===== src/fio_pkg.sv =====
// Shared constants and types of the fixed I/O decode router
`default_nettype none
package fio_pkg;

    // Target unit of a routed I/O cycle
    typedef enum logic [3:0] {
        U_NONE    = 4'h0,
        U_DMA     = 4'h1,
        U_TMR     = 4'h3,
        U_INTC    = 4'h2,
        U_LPC     = 4'h6,
        U_NMI     = 4'h7,
        U_NMI_RTC = 4'h5,
        U_RTC     = 4'h4,
        U_PCI     = 4'hC
    } fio_unit_t;

    // Origin of an I/O cycle
    typedef enum logic {
        SRC_HUB = 1'b0,
        SRC_PCI = 1'b1
    } fio_src_t;

    ////////////////////////////////////////////////////////////////////////////
    // Fixed I/O map: legacy page in the high byte, then locations in the low byte of the address
    localparam logic [7:0] IO_PAGE_LEGACY = 8'h00;
    localparam logic [7:0] DMA_TOP = 8'h1F;
    localparam logic [3:0] DMA_RW_LAST = 4'h8;
    localparam logic [3:0] DMA_RW_TAIL = 4'hF;
    localparam logic [7:0] INTC_LO = 8'h20;
    localparam logic [7:0] INTC_HI = 8'h3D;
    localparam logic [7:0] SUPER_IO_A = 8'h2E;
    localparam logic [7:0] SUPER_IO_B = 8'h4E;
    localparam logic [3:0] TMR_A = 4'h4;
    localparam logic [3:0] TMR_B = 4'h5;
    localparam logic [1:0] TMR_CTRL = 2'h3;
    localparam logic [7:0] KBC_BASE = 8'h60;
    localparam logic [7:0] RTC_LO = 8'h70;
    localparam logic [7:0] RTC_HI = 8'h74;

    ////////////////////////////////////////////////////////////////////////////
    // Configuration space
    localparam logic [7:0] BUS_PRIMARY = 8'h00;
    localparam logic [7:0] BUS_SECONDARY = 8'h01;
    localparam logic [4:0] DEV_HUB_PCI = 5'h1E;
    localparam logic [4:0] DEV_LEGACY = 5'h1F;
    localparam logic [4:0] DEV_LAN = 5'h08;
    localparam logic [2:0] FUNC_BASE = 3'h0;
    localparam logic [2:0] FUNC_OPT_LAST = 3'h6;
    localparam int NUM_OPT_FUNC = 6;
    localparam logic [7:0] CFG_ID_OFF = 8'h00;
    localparam logic [7:0] CFG_DSTAT_OFF = 8'h40;
    localparam logic [7:0] CFG_SHARED_OFF = 8'h44;
    localparam logic [31:0] CFG_ABSENT_DATA = 32'hFFFFFFFF;
    // Arbitrary identity values
    localparam logic [15:0] ID_VENDOR = 16'h1234;
    localparam logic [7:0] ID_DEVICE_HI = 8'hA5;

    ////////////////////////////////////////////////////////////////////////////
    // Decode status bits and reset values
    localparam int STAT_RSV_PASS = 0;
    localparam int STAT_NO_DECODE = 1;
    localparam logic [1:0] STAT_RESET = 2'h0;
    localparam logic [11:0] VAR_BASE_RESET = 12'h000;
    localparam logic [15:0] CNT_RESET = 16'h0000;
    localparam logic [15:0] CNT_STEP = 16'h0001;
    localparam int VAR_EN_BIT = 0;

endpackage
`default_nettype wire


===== src/fio_dec_if.sv =====
// Address and decode result between router and fixed range decoder
`timescale 1ns/1ps
`default_nettype none
interface fio_dec_if;
    import fio_pkg::*;
    logic [15:0] addr;
    logic wr;
    logic hit;
    logic rsv;
    fio_unit_t unit;
    modport req (output addr, output wr, input hit, input rsv, input unit);
    modport dec (input addr, input wr, output hit, output rsv, output unit);
endinterface
`default_nettype wire


===== src/fio_fixed_dec.sv =====
// Fixed legacy I/O range decoder, split by direction
`timescale 1ns/1ps
`default_nettype none
module fio_fixed_dec (
    // Decode request and result
    fio_dec_if.dec dec
);
    import fio_pkg::*;

    logic [7:0] lo;

    assign lo = dec.addr[7:0];

    // Map the low page onto units; rsv marks a location reserved for this direction
    always_comb begin
        dec.hit = 1'b0;
        dec.rsv = 1'b0;
        dec.unit = U_NONE;
        if (dec.addr[15:8] == IO_PAGE_LEGACY) begin
            if (lo <= DMA_TOP) begin
                if (lo[3:0] <= DMA_RW_LAST || lo[3:0] == DMA_RW_TAIL || dec.wr) begin
                    dec.hit = 1'b1;
                    dec.unit = U_DMA;
                end else begin
                    dec.rsv = 1'b1;
                end
            end else if (lo[7:1] == SUPER_IO_A[7:1] || lo[7:1] == SUPER_IO_B[7:1]) begin
                dec.hit = 1'b1;
                dec.unit = U_LPC;
            end else if (lo >= INTC_LO && lo <= INTC_HI) begin
                if (!lo[1]) begin
                    dec.hit = 1'b1;
                    dec.unit = U_INTC;
                end
            end else if (lo[7:4] == TMR_A || lo[7:4] == TMR_B) begin
                if (lo[3:2] == 2'b00) begin
                    if (lo[1:0] != TMR_CTRL || dec.wr) begin
                        dec.hit = 1'b1;
                        dec.unit = U_TMR;
                    end else begin
                        dec.rsv = 1'b1;
                    end
                end
            end else if (lo[7:3] == KBC_BASE[7:3]) begin
                dec.hit = 1'b1;
                dec.unit = lo[0] ? U_NMI : U_LPC;
            end else if (lo >= RTC_LO && lo <= RTC_HI) begin
                if (dec.wr && !lo[0]) begin
                    dec.hit = 1'b1;
                    dec.unit = U_NMI_RTC;
                end else if (!dec.wr && lo == RTC_LO) begin
                    dec.rsv = 1'b1;
                end else begin
                    dec.hit = 1'b1;
                    dec.unit = U_RTC;
                end
            end
        end
    end

endmodule
`default_nettype wire


===== src/fio_router.sv =====
// Fixed I/O decode router with configuration function presence
`timescale 1ns/1ps
`default_nettype none
module fio_router #(
    parameter logic [7:0] SEC_BUS = fio_pkg::BUS_SECONDARY
) (
    // Clock and reset
    input wire logic clk_sys,
    input wire logic reset_n,
    // I/O cycle request
    input wire logic io_valid,
    input wire fio_pkg::fio_src_t io_src,
    input wire logic io_write,
    input wire logic [15:0] io_addr,
    input wire logic [7:0] io_wdata,
    // Routed cycle
    output logic rt_valid,
    output fio_pkg::fio_unit_t rt_unit,
    output logic rt_sel_int,
    output logic rt_sel_lpc,
    output logic rt_sel_pci,
    output logic rt_claim_medium,
    output logic rt_write,
    output logic [15:0] rt_addr,
    output logic [7:0] rt_wdata,
    // Configuration cycle
    input wire logic cfg_valid,
    input wire logic cfg_write,
    input wire logic [7:0] cfg_bus,
    input wire logic [4:0] cfg_dev,
    input wire logic [2:0] cfg_func,
    input wire logic [7:0] cfg_reg,
    input wire logic [31:0] cfg_wdata,
    output logic cfg_done,
    output logic cfg_claim,
    output logic [31:0] cfg_rdata,
    // Platform
    input wire logic [fio_pkg::NUM_OPT_FUNC-1:0] func_disable,
    input wire logic lan_present
);
    import fio_pkg::*;

    fio_dec_if dec_bus ();

    logic lan_meta_ff;
    logic lan_sync_ff;
    logic var_en_ff;
    logic [11:0] var_base_ff;
    logic [1:0] stat_ff;
    logic [15:0] claim_cnt_ff;
    logic var_hit;
    logic nxt_take;
    fio_unit_t nxt_unit;
    logic nxt_int;
    logic nxt_lpc;
    logic nxt_pci;
    logic nxt_med;
    logic ev_rsv;
    logic ev_nodec;
    logic present;
    logic is_lpcb;
    logic wr_stat;
    logic wr_shared;
    logic [31:0] rd_val;
    logic [1:0] nxt_stat;

    // Presence of a function in configuration space
    function automatic logic func_present(input logic [7:0] bus, input logic [4:0] dev,
                                          input logic [2:0] func,
                                          input logic [NUM_OPT_FUNC-1:0] dis,
                                          input logic lan);
        logic ok;
        ok = 1'b0;
        if (bus == BUS_PRIMARY && dev == DEV_HUB_PCI && func == FUNC_BASE) begin
            ok = 1'b1;
        end else if (bus == BUS_PRIMARY && dev == DEV_LEGACY) begin
            if (func == FUNC_BASE) begin
                ok = 1'b1;
            end else if (func <= FUNC_OPT_LAST) begin
                ok = !dis[func - 3'h1];
            end
        end else if (bus == SEC_BUS && dev == DEV_LAN && func == FUNC_BASE) begin
            ok = lan;
        end
        return ok;
    endfunction

    ////////////////////////////////////////////////////////////////////////////
    // Network connect detect pin synchroniser
    always_ff @(posedge clk_sys or negedge reset_n) begin
        if (!reset_n) begin
            lan_meta_ff <= 1'b0;
            lan_sync_ff <= 1'b0;
        end else begin
            lan_meta_ff <= lan_present;
            lan_sync_ff <= lan_meta_ff;
        end
    end

    ////////////////////////////////////////////////////////////////////////////
    // Fixed range decode and target choice
    assign dec_bus.addr = io_addr;
    assign dec_bus.wr = io_write;

    fio_fixed_dec u_dec (
        .dec(dec_bus)
    );

    assign var_hit = var_en_ff && (io_addr[15:4] == var_base_ff);

    // One target per accepted cycle; PCI masters only see positive decode
    always_comb begin
        nxt_take = 1'b0;
        nxt_unit = U_NONE;
        nxt_int = 1'b0;
        nxt_lpc = 1'b0;
        nxt_pci = 1'b0;
        nxt_med = 1'b0;
        if (io_valid) begin
            if (dec_bus.hit) begin
                nxt_take = 1'b1;
                nxt_unit = dec_bus.unit;
                nxt_lpc = (dec_bus.unit == U_LPC);
                nxt_int = (dec_bus.unit != U_LPC);
                nxt_med = (io_src == SRC_PCI);
            end else if (var_hit) begin
                nxt_take = 1'b1;
                nxt_unit = U_LPC;
                nxt_lpc = 1'b1;
                nxt_med = (io_src == SRC_PCI);
            end else if (io_src == SRC_HUB) begin
                nxt_take = 1'b1;
                nxt_unit = U_PCI;
                nxt_pci = 1'b1;
            end
        end
    end

    // Routed cycle outputs, one cycle after the request
    always_ff @(posedge clk_sys or negedge reset_n) begin
        if (!reset_n) begin
            rt_valid <= 1'b0;
            rt_unit <= U_NONE;
            rt_sel_int <= 1'b0;
            rt_sel_lpc <= 1'b0;
            rt_sel_pci <= 1'b0;
            rt_claim_medium <= 1'b0;
            rt_write <= 1'b0;
            rt_addr <= 16'h0000;
            rt_wdata <= 8'h00;
        end else begin
            rt_valid <= nxt_take;
            rt_unit <= nxt_unit;
            rt_sel_int <= nxt_int;
            rt_sel_lpc <= nxt_lpc;
            rt_sel_pci <= nxt_pci;
            rt_claim_medium <= nxt_med;
            rt_write <= io_valid && io_write;
            rt_addr <= io_valid ? io_addr : 16'h0000;
            rt_wdata <= (io_valid && io_write) ? io_wdata : 8'h00;
        end
    end

    ////////////////////////////////////////////////////////////////////////////
    // Configuration access decode
    assign present = cfg_valid &&
                     func_present(cfg_bus, cfg_dev, cfg_func, func_disable, lan_sync_ff);
    assign is_lpcb = present && cfg_bus == BUS_PRIMARY && cfg_dev == DEV_LEGACY &&
                     cfg_func == FUNC_BASE;
    assign wr_stat = is_lpcb && cfg_write && cfg_reg == CFG_DSTAT_OFF;
    assign wr_shared = is_lpcb && cfg_write && cfg_reg == CFG_SHARED_OFF;

    // Read side of each implemented location
    always_comb begin
        rd_val = 32'h00000000;
        if (cfg_reg == CFG_ID_OFF) begin
            rd_val = {ID_DEVICE_HI, cfg_dev, cfg_func, ID_VENDOR};
        end else if (is_lpcb && cfg_reg == CFG_DSTAT_OFF) begin
            rd_val = {30'h00000000, stat_ff};
        end else if (is_lpcb && cfg_reg == CFG_SHARED_OFF) begin
            rd_val = {16'h0000, claim_cnt_ff};
        end
    end

    // Configuration answer; an absent function never claims
    always_ff @(posedge clk_sys or negedge reset_n) begin
        if (!reset_n) begin
            cfg_done <= 1'b0;
            cfg_claim <= 1'b0;
            cfg_rdata <= 32'h00000000;
        end else begin
            cfg_done <= cfg_valid;
            cfg_claim <= present;
            if (cfg_valid && !cfg_write) begin
                cfg_rdata <= present ? rd_val : CFG_ABSENT_DATA;
            end else begin
                cfg_rdata <= 32'h00000000;
            end
        end
    end

    ////////////////////////////////////////////////////////////////////////////
    // Write side of the shared location: variable LPC window
    always_ff @(posedge clk_sys or negedge reset_n) begin
        if (!reset_n) begin
            var_en_ff <= 1'b0;
            var_base_ff <= VAR_BASE_RESET;
        end else if (wr_shared) begin
            var_en_ff <= cfg_wdata[VAR_EN_BIT];
            var_base_ff <= cfg_wdata[15:4];
        end
    end

    // Read side of the shared location: internal claim count
    always_ff @(posedge clk_sys or negedge reset_n) begin
        if (!reset_n) begin
            claim_cnt_ff <= CNT_RESET;
        end else if (nxt_int) begin
            claim_cnt_ff <= claim_cnt_ff + CNT_STEP;
        end
    end

    // Sticky decode status; a new event wins over a clear in the same cycle
    assign ev_rsv = io_valid && io_src == SRC_HUB && dec_bus.rsv && !var_hit;
    assign ev_nodec = io_valid && !dec_bus.hit && !dec_bus.rsv && !var_hit;

    always_comb begin
        nxt_stat = stat_ff;
        if (wr_stat) begin
            nxt_stat = stat_ff & ~cfg_wdata[1:0];
        end
        nxt_stat[STAT_RSV_PASS] = nxt_stat[STAT_RSV_PASS] | ev_rsv;
        nxt_stat[STAT_NO_DECODE] = nxt_stat[STAT_NO_DECODE] | ev_nodec;
    end

    always_ff @(posedge clk_sys or negedge reset_n) begin
        if (!reset_n) begin
            stat_ff <= STAT_RESET;
        end else begin
            stat_ff <= nxt_stat;
        end
    end

    ////////////////////////////////////////////////////////////////////////////
    // Checks
    logic rst_seen_ff;

    always_ff @(posedge clk_sys or negedge reset_n) begin
        if (!reset_n) begin
            rst_seen_ff <= 1'b0;
        end else begin
            rst_seen_ff <= 1'b1;
        end
    end

    AST_W1C_CLEAR: assert property (@(posedge clk_sys) disable iff (!reset_n)
        wr_stat && cfg_wdata[STAT_RSV_PASS] && !ev_rsv |=> !stat_ff[STAT_RSV_PASS])
        else $error("status bit not cleared by write of one");
    AST_W1C_KEEP: assert property (@(posedge clk_sys) disable iff (!reset_n)
        wr_stat && !cfg_wdata[STAT_NO_DECODE] && stat_ff[STAT_NO_DECODE]
        |=> stat_ff[STAT_NO_DECODE])
        else $error("status bit lost on write of zero");
    AST_RESET_DEFAULT: assert property (@(posedge clk_sys) disable iff (!reset_n)
        !rst_seen_ff |-> !var_en_ff && stat_ff == STAT_RESET && claim_cnt_ff == CNT_RESET)
        else $error("register not at default after reset");
    AST_SHARED_RD: assert property (@(posedge clk_sys) disable iff (!reset_n)
        is_lpcb && !cfg_write && cfg_reg == CFG_SHARED_OFF
        |=> cfg_rdata == {16'h0000, $past(claim_cnt_ff)})
        else $error("shared read did not return claim count");
    AST_SHARED_WR: assert property (@(posedge clk_sys) disable iff (!reset_n)
        wr_shared |=> var_base_ff == $past(cfg_wdata[15:4]) && var_en_ff == $past(cfg_wdata[0]))
        else $error("shared write did not reach window register");
    AST_FUNC_OFF: assert property (@(posedge clk_sys) disable iff (!reset_n)
        cfg_valid && cfg_bus == BUS_PRIMARY && cfg_dev == DEV_LEGACY && cfg_func != FUNC_BASE &&
        cfg_func <= FUNC_OPT_LAST && func_disable[cfg_func - 3'h1]
        |=> cfg_done && !cfg_claim)
        else $error("disabled function claimed a configuration cycle");
    AST_LAN_ABSENT: assert property (@(posedge clk_sys) disable iff (!reset_n)
        cfg_valid && !lan_sync_ff && cfg_bus == SEC_BUS && cfg_dev == DEV_LAN |=> !cfg_claim)
        else $error("network function visible without connect component");
    AST_CFG_ONLY: assert property (@(posedge clk_sys) disable iff (!reset_n)
        cfg_claim |-> cfg_done && $past(cfg_valid))
        else $error("claim without configuration cycle");
    AST_RSV_TO_PCI: assert property (@(posedge clk_sys) disable iff (!reset_n)
        io_valid && io_src == SRC_HUB && dec_bus.rsv && !var_hit
        |=> rt_valid && rt_sel_pci && rt_unit == U_PCI)
        else $error("reserved hub cycle not passed to PCI");
    AST_PCI_MEDIUM: assert property (@(posedge clk_sys) disable iff (!reset_n)
        io_valid && io_src == SRC_PCI && dec_bus.hit |=> rt_valid && rt_claim_medium)
        else $error("PCI master fixed cycle not claimed at medium speed");
    AST_NO_DECODE: assert property (@(posedge clk_sys) disable iff (!reset_n)
        io_valid && io_src == SRC_PCI && !dec_bus.hit && !var_hit |=> !rt_valid)
        else $error("undecoded address claimed");
    AST_DMA_WO: assert property (@(posedge clk_sys) disable iff (!reset_n)
        io_valid && io_addr == 16'h0009 |=> rt_unit == (rt_write ? U_DMA : U_PCI) || !rt_valid)
        else $error("write-only DMA location misrouted");
    AST_TMR: assert property (@(posedge clk_sys) disable iff (!reset_n)
        io_valid && io_addr == 16'h0051 |=> rt_valid && rt_unit == U_TMR && rt_sel_int)
        else $error("timer location misrouted");
    AST_NMI_ODD: assert property (@(posedge clk_sys) disable iff (!reset_n)
        io_valid && io_addr[15:3] == 13'h000C && io_addr[0] |=> rt_unit == U_NMI)
        else $error("odd keyboard page location not sent to NMI logic");
    AST_RTC_BOTH: assert property (@(posedge clk_sys) disable iff (!reset_n)
        io_valid && io_write && io_addr == 16'h0072 |=> rt_unit == U_NMI_RTC && rt_sel_int)
        else $error("clock index write did not reach both units");
    AST_ONE_SEL: assert property (@(posedge clk_sys) disable iff (!reset_n)
        rt_valid == $onehot({rt_sel_int, rt_sel_lpc, rt_sel_pci}) &&
        (rt_valid || !(rt_sel_int || rt_sel_lpc || rt_sel_pci)))
        else $error("target selects not one-hot");

    COV_HUB_PASS: cover property (@(posedge clk_sys) disable iff (!reset_n)
        rt_valid && rt_sel_pci);
    COV_PCI_CLAIM: cover property (@(posedge clk_sys) disable iff (!reset_n)
        rt_valid && rt_claim_medium);
    COV_VAR_HIT: cover property (@(posedge clk_sys) disable iff (!reset_n)
        io_valid && var_hit);
    COV_W1C: cover property (@(posedge clk_sys) disable iff (!reset_n)
        wr_stat && stat_ff != STAT_RESET);

endmodule
`default_nettype wire


===== config.mk =====
export PLATFORM = sky130hd
export DESIGN_NAME = fio_router
export DESIGN_NICKNAME = d
export VERILOG_FILES = /design/src/fio_pkg.sv /design/src/fio_dec_if.sv /design/src/fio_fixed_dec.sv /design/src/fio_router.sv
export SDC_FILE = /design/constraint.sdc
export NUM_CORES = 1
export LEC_CHECK = 0
export ABC_AREA = 1
export BUFFER_PORTS_ARGS = -buffer_cell sky130_fd_sc_hd__buf_2
export CELL_PAD_IN_SITES_DETAIL_PLACEMENT = 0
export CELL_PAD_IN_SITES_GLOBAL_PLACEMENT = 1
export CORE_MARGIN = 10
export CORE_UTILIZATION = 33
export DETAILED_ROUTE_END_ITERATION = 8
export PLACE_DENSITY = 0.89
export SETUP_SLACK_MARGIN = 0.3
export SYNTH_ARGS = -nofsm -noshare
export SYNTH_HDL_FRONTEND = slang
export SYNTH_SLANG_ARGS = --single-unit

===== constraint.sdc =====
create_clock -name clk_sys -period 1.3 [get_ports clk_sys]
set_input_delay 0.39 -clock clk_sys [delete_from_list [all_inputs] [get_ports clk_sys]]
set_output_delay 0.39 -clock clk_sys [all_outputs]
set_load 0.02 [all_outputs]

# Word level (Yosys, flattened, before mapping)
# Cells that the tools add are included.
[classes]
add_sub_neg = 2
multipliers = 0
div_mod_pow = 0
n_lt_le_gt_ge = 8
n_eq_ne = 17
shift = 0
n_mux = 73
n_bitwise = 5
reduce_logical = 44
[ops]
columns = ["cell", "n"]
rows = [
  ["32-bit 2-to-1 mux", 3],
  ["4-bit 2-to-1 mux", 13],
  ["1-bit 2-to-1 mux", 48],
  ["16-bit 2-to-1 mux", 3],
  ["1-bit logical AND", 27],
  ["8-bit by 7-bit equality test with 1-bit output, second input constant", 3],
  ["8-bit logical NOT", 3],
  ["16-bit by 1-bit adder with 16-bit output, second input constant", 1],
  ["12-bit equality test", 1],
  ["4-bit by 3-bit equality test with 1-bit output, second input constant", 3],
  ["5-bit by 4-bit equality test with 1-bit output, second input constant", 2],
  ["5-bit equality test, second input constant", 2],
  ["8-bit by 1-bit equality test with 1-bit output, second input constant", 1],
  ["8-bit by 6-bit >= comparator with 1-bit output, second input constant", 1],
  ["8-bit by 7-bit >= comparator with 1-bit output, second input constant", 1],
  ["8-bit by 5-bit <= comparator with 1-bit output, second input constant", 1],
  ["8-bit by 6-bit <= comparator with 1-bit output, second input constant", 1],
  ["8-bit by 7-bit <= comparator with 1-bit output, second input constant", 1],
  ["8-bit 2-to-1 mux", 1],
  ["7-bit by 5-bit equality test with 1-bit output, second input constant", 1],
  ["7-bit by 6-bit equality test with 1-bit output, second input constant", 1],
  ["1-bit logical NOT", 7],
  ["2-bit 2-to-1 mux", 3],
  ["1-bit logical OR", 5],
  ["15 further kinds", 16],
]
[totals]
regBits = 101
latch_bits = 0
mem_bits_rw = 0
romBits = 0
in_bits = 94
output_inout_bits = 68
word_cells = 167
n_memories = 0

# Longest topological paths before layout
[depth]
depth_word = 18
ltp_mapped = 13
ltp_nobuf = 12

# Cells and area by module
# Synthesis repeated with hierarchy kept, for this count alone.
[unflattened]
cells_unflattened = 559
area_unflattened_um2 = 4591.9
[by_module_without_submodules]
columns = ["module", "instances", "cells_each", "area_each_um2", "seq_area_each_um2"]
rows = [
  ["fio_router", 1, 490, 4265.3, 2377.3],
  ["fio_fixed_dec", 1, 69, 326.6, 0.0],
]

# Worst setup path after synthesis
# OpenSTA, ideal clock, no wires.
[synth_timing]
path_kind = "input to register"
startpoint = "input port cfg_func[0]"
endpoint = "register cfg_rdata[10]"
setup_ps = 121
arrival_time_ps = 1603
required_ps = 1179
path_slack_ps = -423
cell_stages = 12
n_path_buf = 1
path_cell_list = "inv_1 > ha_1 > nor2_1 > o21ai_0 > o21ai_0 > nand2_1 > nand3_1 > nand2_1 > nand2_1 > nand2_1 > buf_2 > nand2_1"
[synth_between]
elab_chain_len = 18
elab_cells_between_ends = 24
classes_between = "add/sub (1); order compare (1); mux (12); reduce/logical (10)"
[synth_rtl]
columns = ["item", "line", "source"]
rows = [
  ["from (decl)", "fio_router.sv:31", "input wire logic [2:0] cfg_func,"],
  ["3-bit by 1-bit subtractor with 3-bit output", "fio_router.sv:80", "ok = !dis[func - 3'h1];"],
  ["1-bit binary-select mux with 3-bit select", "fio_router.sv:80", ""],
  ["1-bit 2-to-1 mux (not written as such)", "fio_router.sv:80", ""],
  ["1-bit logical NOT", "fio_router.sv:80", ""],
  ["1-bit 2-to-1 mux", "fio_router.sv:79", "end else if (func <= FUNC_OPT_LAST) begin"],
  ["1-bit 2-to-1 mux", "fio_router.sv:77", "if (func == FUNC_BASE) begin"],
  ["1-bit 2-to-1 mux", "fio_router.sv:76", "end else if (bus == BUS_PRIMARY && dev == DEV_LEGACY) begin"],
  ["1-bit 2-to-1 mux", "fio_router.sv:74", "if (bus == BUS_PRIMARY && dev == DEV_HUB_PCI && func == FUNC_BASE) begin"],
  ["1-bit logical AND", "fio_router.sv:166", "assign present = cfg_valid &&"],
  ["1-bit logical AND (3 in series)", "fio_router.sv:168", "assign is_lpcb = present && cfg_bus == BUS_PRIMARY && cfg_dev == DEV_LEGACY &&"],
  ["1-bit logical AND", "fio_router.sv:180", "end else if (is_lpcb && cfg_reg == CFG_SHARED_OFF) begin"],
  ["16-bit 2-to-1 mux", "fio_router.sv:180", ""],
  ["16-bit 2-to-1 mux", "fio_router.sv:178", "end else if (is_lpcb && cfg_reg == CFG_DSTAT_OFF) begin"],
  ["32-bit 2-to-1 mux", "fio_router.sv:176", "if (cfg_reg == CFG_ID_OFF) begin"],
  ["32-bit 2-to-1 mux *", "fio_router.sv:195", "cfg_rdata <= present ? rd_val : CFG_ABSENT_DATA;"],
  ["32-bit 2-to-1 mux *", "fio_router.sv:194", "if (cfg_valid && !cfg_write) begin"],
  ["to (signal assigned)", "fio_router.sv:195", ""],
  ["to (decl)", "fio_router.sv:36", "output logic [31:0] cfg_rdata,"],
]
# Mark *: on every way between the ends. The rest lies on a longest branch, timed or not. The select of a mux whose other input is x is not followed.
# A chain may end at the register's enable or synchronous reset.

# Final worst setup path
[layout_timing]
startpoint = "register lan_sync_ff"
endpoint = "register var_base_ff[8]"
[layout_between]
elab_chain_len = 9
[layout_rtl]
columns = ["item", "line", "source"]
rows = [
  ["from (decl)", "fio_router.sv:46", "logic lan_sync_ff;"],
  ["from (signal assigned)", "fio_router.sv:96", "lan_sync_ff <= lan_meta_ff;"],
  ["1-bit 2-to-1 mux", "fio_router.sv:82", "end else if (bus == SEC_BUS && dev == DEV_LAN && func == FUNC_BASE) begin"],
  ["1-bit 2-to-1 mux", "fio_router.sv:76", ""],
  ["1-bit 2-to-1 mux", "fio_router.sv:74", ""],
  ["1-bit logical AND", "fio_router.sv:166", ""],
  ["1-bit logical AND (3 in series)", "fio_router.sv:168", ""],
  ["1-bit logical AND (2 in series)", "fio_router.sv:171", "assign wr_shared = is_lpcb && cfg_write && cfg_reg == CFG_SHARED_OFF;"],
  ["to (signal assigned)", "fio_router.sv:210", "var_base_ff <= cfg_wdata[15:4];"],
  ["to (decl)", "fio_router.sv:48", "logic [11:0] var_base_ff;"],
]
# No other way between the ends.

==> reports/results.ini <==
[status]
status = finished with violations
violations = negative setup slack

[clock_network]
clock-root-buffer = clkbuf_16
cts.path.max_buffers = 2
clock-sinks = 94
cts_tree = yes
clock_latency_ns = 0.35
htree_levels = 3
cts_buffers = 9
path_clk_slew_ns = 0.07

[route]
wire_per_inst_um = 14.7
via_count = 4522
totalWireLength_mm = 14.7
viasPerCell = 4.53
drc = 0
drt-initial-drc-count = 160
drt_first_pass_iters = 5
antenna_left = 0

[power_and_ir_drop]
p_leak_nw = 4.13
vdd_ir_drop_max_mv = 0.576
power_mw = 6.97
power_density_mw_per_mm2 = 873

[timing]
fin_crit_ns = 1.47
rsz0062_at_grt = yes
post-route-period-util = 1.13
worst_pin_slew_ns = 0.627
setup-tns-final_ns = -6.62
setup_viol = 73
fin_skew_ns = 0.00755
slew_headroom = 0.580
finalHoldViolCount = 0
setup_slack_ns = -0.170
fmax_mhz = 680
finalMaxSlewViolations = 0

[layout]
area_growth_pct = 70.7
n_antenna_cell = 0
utilization = 0.575
num-nets-final = 912
multi_input_area_mm2 = 0.00248
fillers = 1190
regArea_mm2 = 0.00236
drive_gt1_frac = 0.518

[die]
core_area_mm2 = 0.0139
start_util = 0.337
die_w_um = 139
dieArea_mm2 = 0.0193
die_y_um = 139
top_level_ports = 162
std_cell_rows = 43

[synth]
avgSynthCellArea_um2 = 8.19
synthTopCellsByArea = dfrtp_1 50%, nand2_1 12%, inv_1 7.3%
async_flop_share = 1.00
synth-seq-cells = 94
synth_ff_type = dfrtp_1
synth_area_mm2 = 0.00468
synthTopCellsByCount = 148 x nand2_1, 94 x dfrtp_1, 91 x inv_1
syn-instance-count = 571
synth_top_area_share = 0.503
ys_seq_area_frac = 0.503
ys_types = 34
synth_edf_count = 0
yosysWarningCount = 0
yosysTopAreaCell = dfrtp_1
synthesis.nets = 669
synth_most_common_cell = nand2_1

[worst_setup_path]
required_ns = 1.54
worstSetupStartpointType = flop
cp.arrival_ns = 1.71
worst_setup_path_end_kind = flop
critPathKind = flop to flop
worstPathMaxFanout = 7

[placement]
gp_congestion = 0.820
dp_hpwl_mm = 10.2
numPortBuffers = 143

[grt]
gr-total-overflow = 0
grt_pass1_vias = 4790
grt_pass1_wl_mm = 24.1
antenna_found_initial = 0
grtUsageTotal = 0.151
grt_max_degree = 59

[hold_path]
min_path_type = primary input to asynchronous set/reset pin

[run]
maxCapViolCount = 0

-- final cells by class --
type	instances	area share
inverters	92	0.0497
well taps	180	0.0282
multi-input cells	368	0.311
repair buffers	249	0.276
clock inverters	5	0.00831
flip-flops and latches	94	0.296
clock buffers	11	0.0317
-- registers in the layout, indices dropped and copies added (netlist names), 2 cells and up --
| register | count |
|---|---|
| var_base_ff | 12 |
| stat_ff | 2 |
| rt_unit | 3 |
| cfg_rdata | 26 |
| claim_cnt_ff | 16 |
| rt_wdata | 8 |
| rt_addr | 16 |
-- worst paths after layout --
path	to	startpoint	slack, ns	cells after the start
max	var_base_ff[8]	lan_sync_ff	-0.17	10
min	claim_cnt_ff[13]	reset_n	0.03	2
max reg2reg	var_base_ff[8]	lan_sync_ff	-0.17	10
min reg2reg	lan_sync_ff	lan_meta_ff	0.36	0
max in group asynchronous	cfg_rdata[30]	reset_n	0.87	2
min in group clk_sys	lan_meta_ff	lan_present	0.15	1
-- repair_timing --
item,in CTS,in global routing
resized for setup,274,53
hold buffers,0,0
buffers inserted,19,5
gates cloned,6,0
pin swaps,68,39
endpoints found under the setup margin,134,134
-- cell families (layout without fill, tap and decap cells) --
group                    count (synthesis)  after routing  share of synthesized area
AO/OA/AOI/OAI                           34             34                     0.0407
XOR/XNOR                                21             21                     0.0393
adder cells (fa/ha/maj)                  4              4                     0.0107
buffers and inverters                  112            357                      0.108
flip-flops                              94             94                      0.503
AND/OR/NAND/NOR                        306            309                      0.298
-- metal layers --
layer  vias to the layer above  track usage  share of wire
li1                       2285            -              -
met1                      2090        0.166           0.39
met2                       138        0.275           0.54
met3                         9       0.0466          0.065
met4                         0       0.0406         0.0074
met5                         -            0              0
-- placed cells by master, fill, tap and decap left out, types with 31 or more instances in the layout --
master,n
buf_6,88
nand2_1,105
buf_2,59
buf_4,89
nand4_1,32
dfrtp_1,88
nand2_2,36
nor2_1,31
inv_1,77
-- per-stage QoR --
| stage | worst slack [ns] | area [µm²] | hold slack (ns) | instances |
|---|---|---|---|---|
| finish | -0.170 | 7980 | 0.0269 | 999 |
| detailed placement | -0.671 | 6270 | 0.344 | 953 |
| floorplan | -0.374 | 4910 | 0.0944 | 571 |
| global placement | -0.647 | 6270 | 0.336 | 953 |
| CTS | -0.155 | 7760 | 0.0464 | 994 |
| global route | -0.320 | 7980 | 0.0649 | 999 |
-- where the power goes --
part | switching [mW] | total (mW) | internal (mW)
clock | 1.14 | 2.75 | 1.62
combinational | 0.602 | 1.16 | 0.555
sequential | 0.0492 | 3.06 | 3.01
total | 1.79 | 6.97 | 5.18
-- worst max-delay path, stage by stage (launching register included) --
cell and delay, ns:
dfrtp_1 0.34, nand3_2 0.08, nor2_2 0.12, nand2_2 0.07, nand2_2 0.09, nand3_4 0.08
nor2_4 0.14, buf_8 0.17, nand2_8 0.10, o21ai_2 0.13, inv_1 0.04
Power figures use the tool's default switching activity.
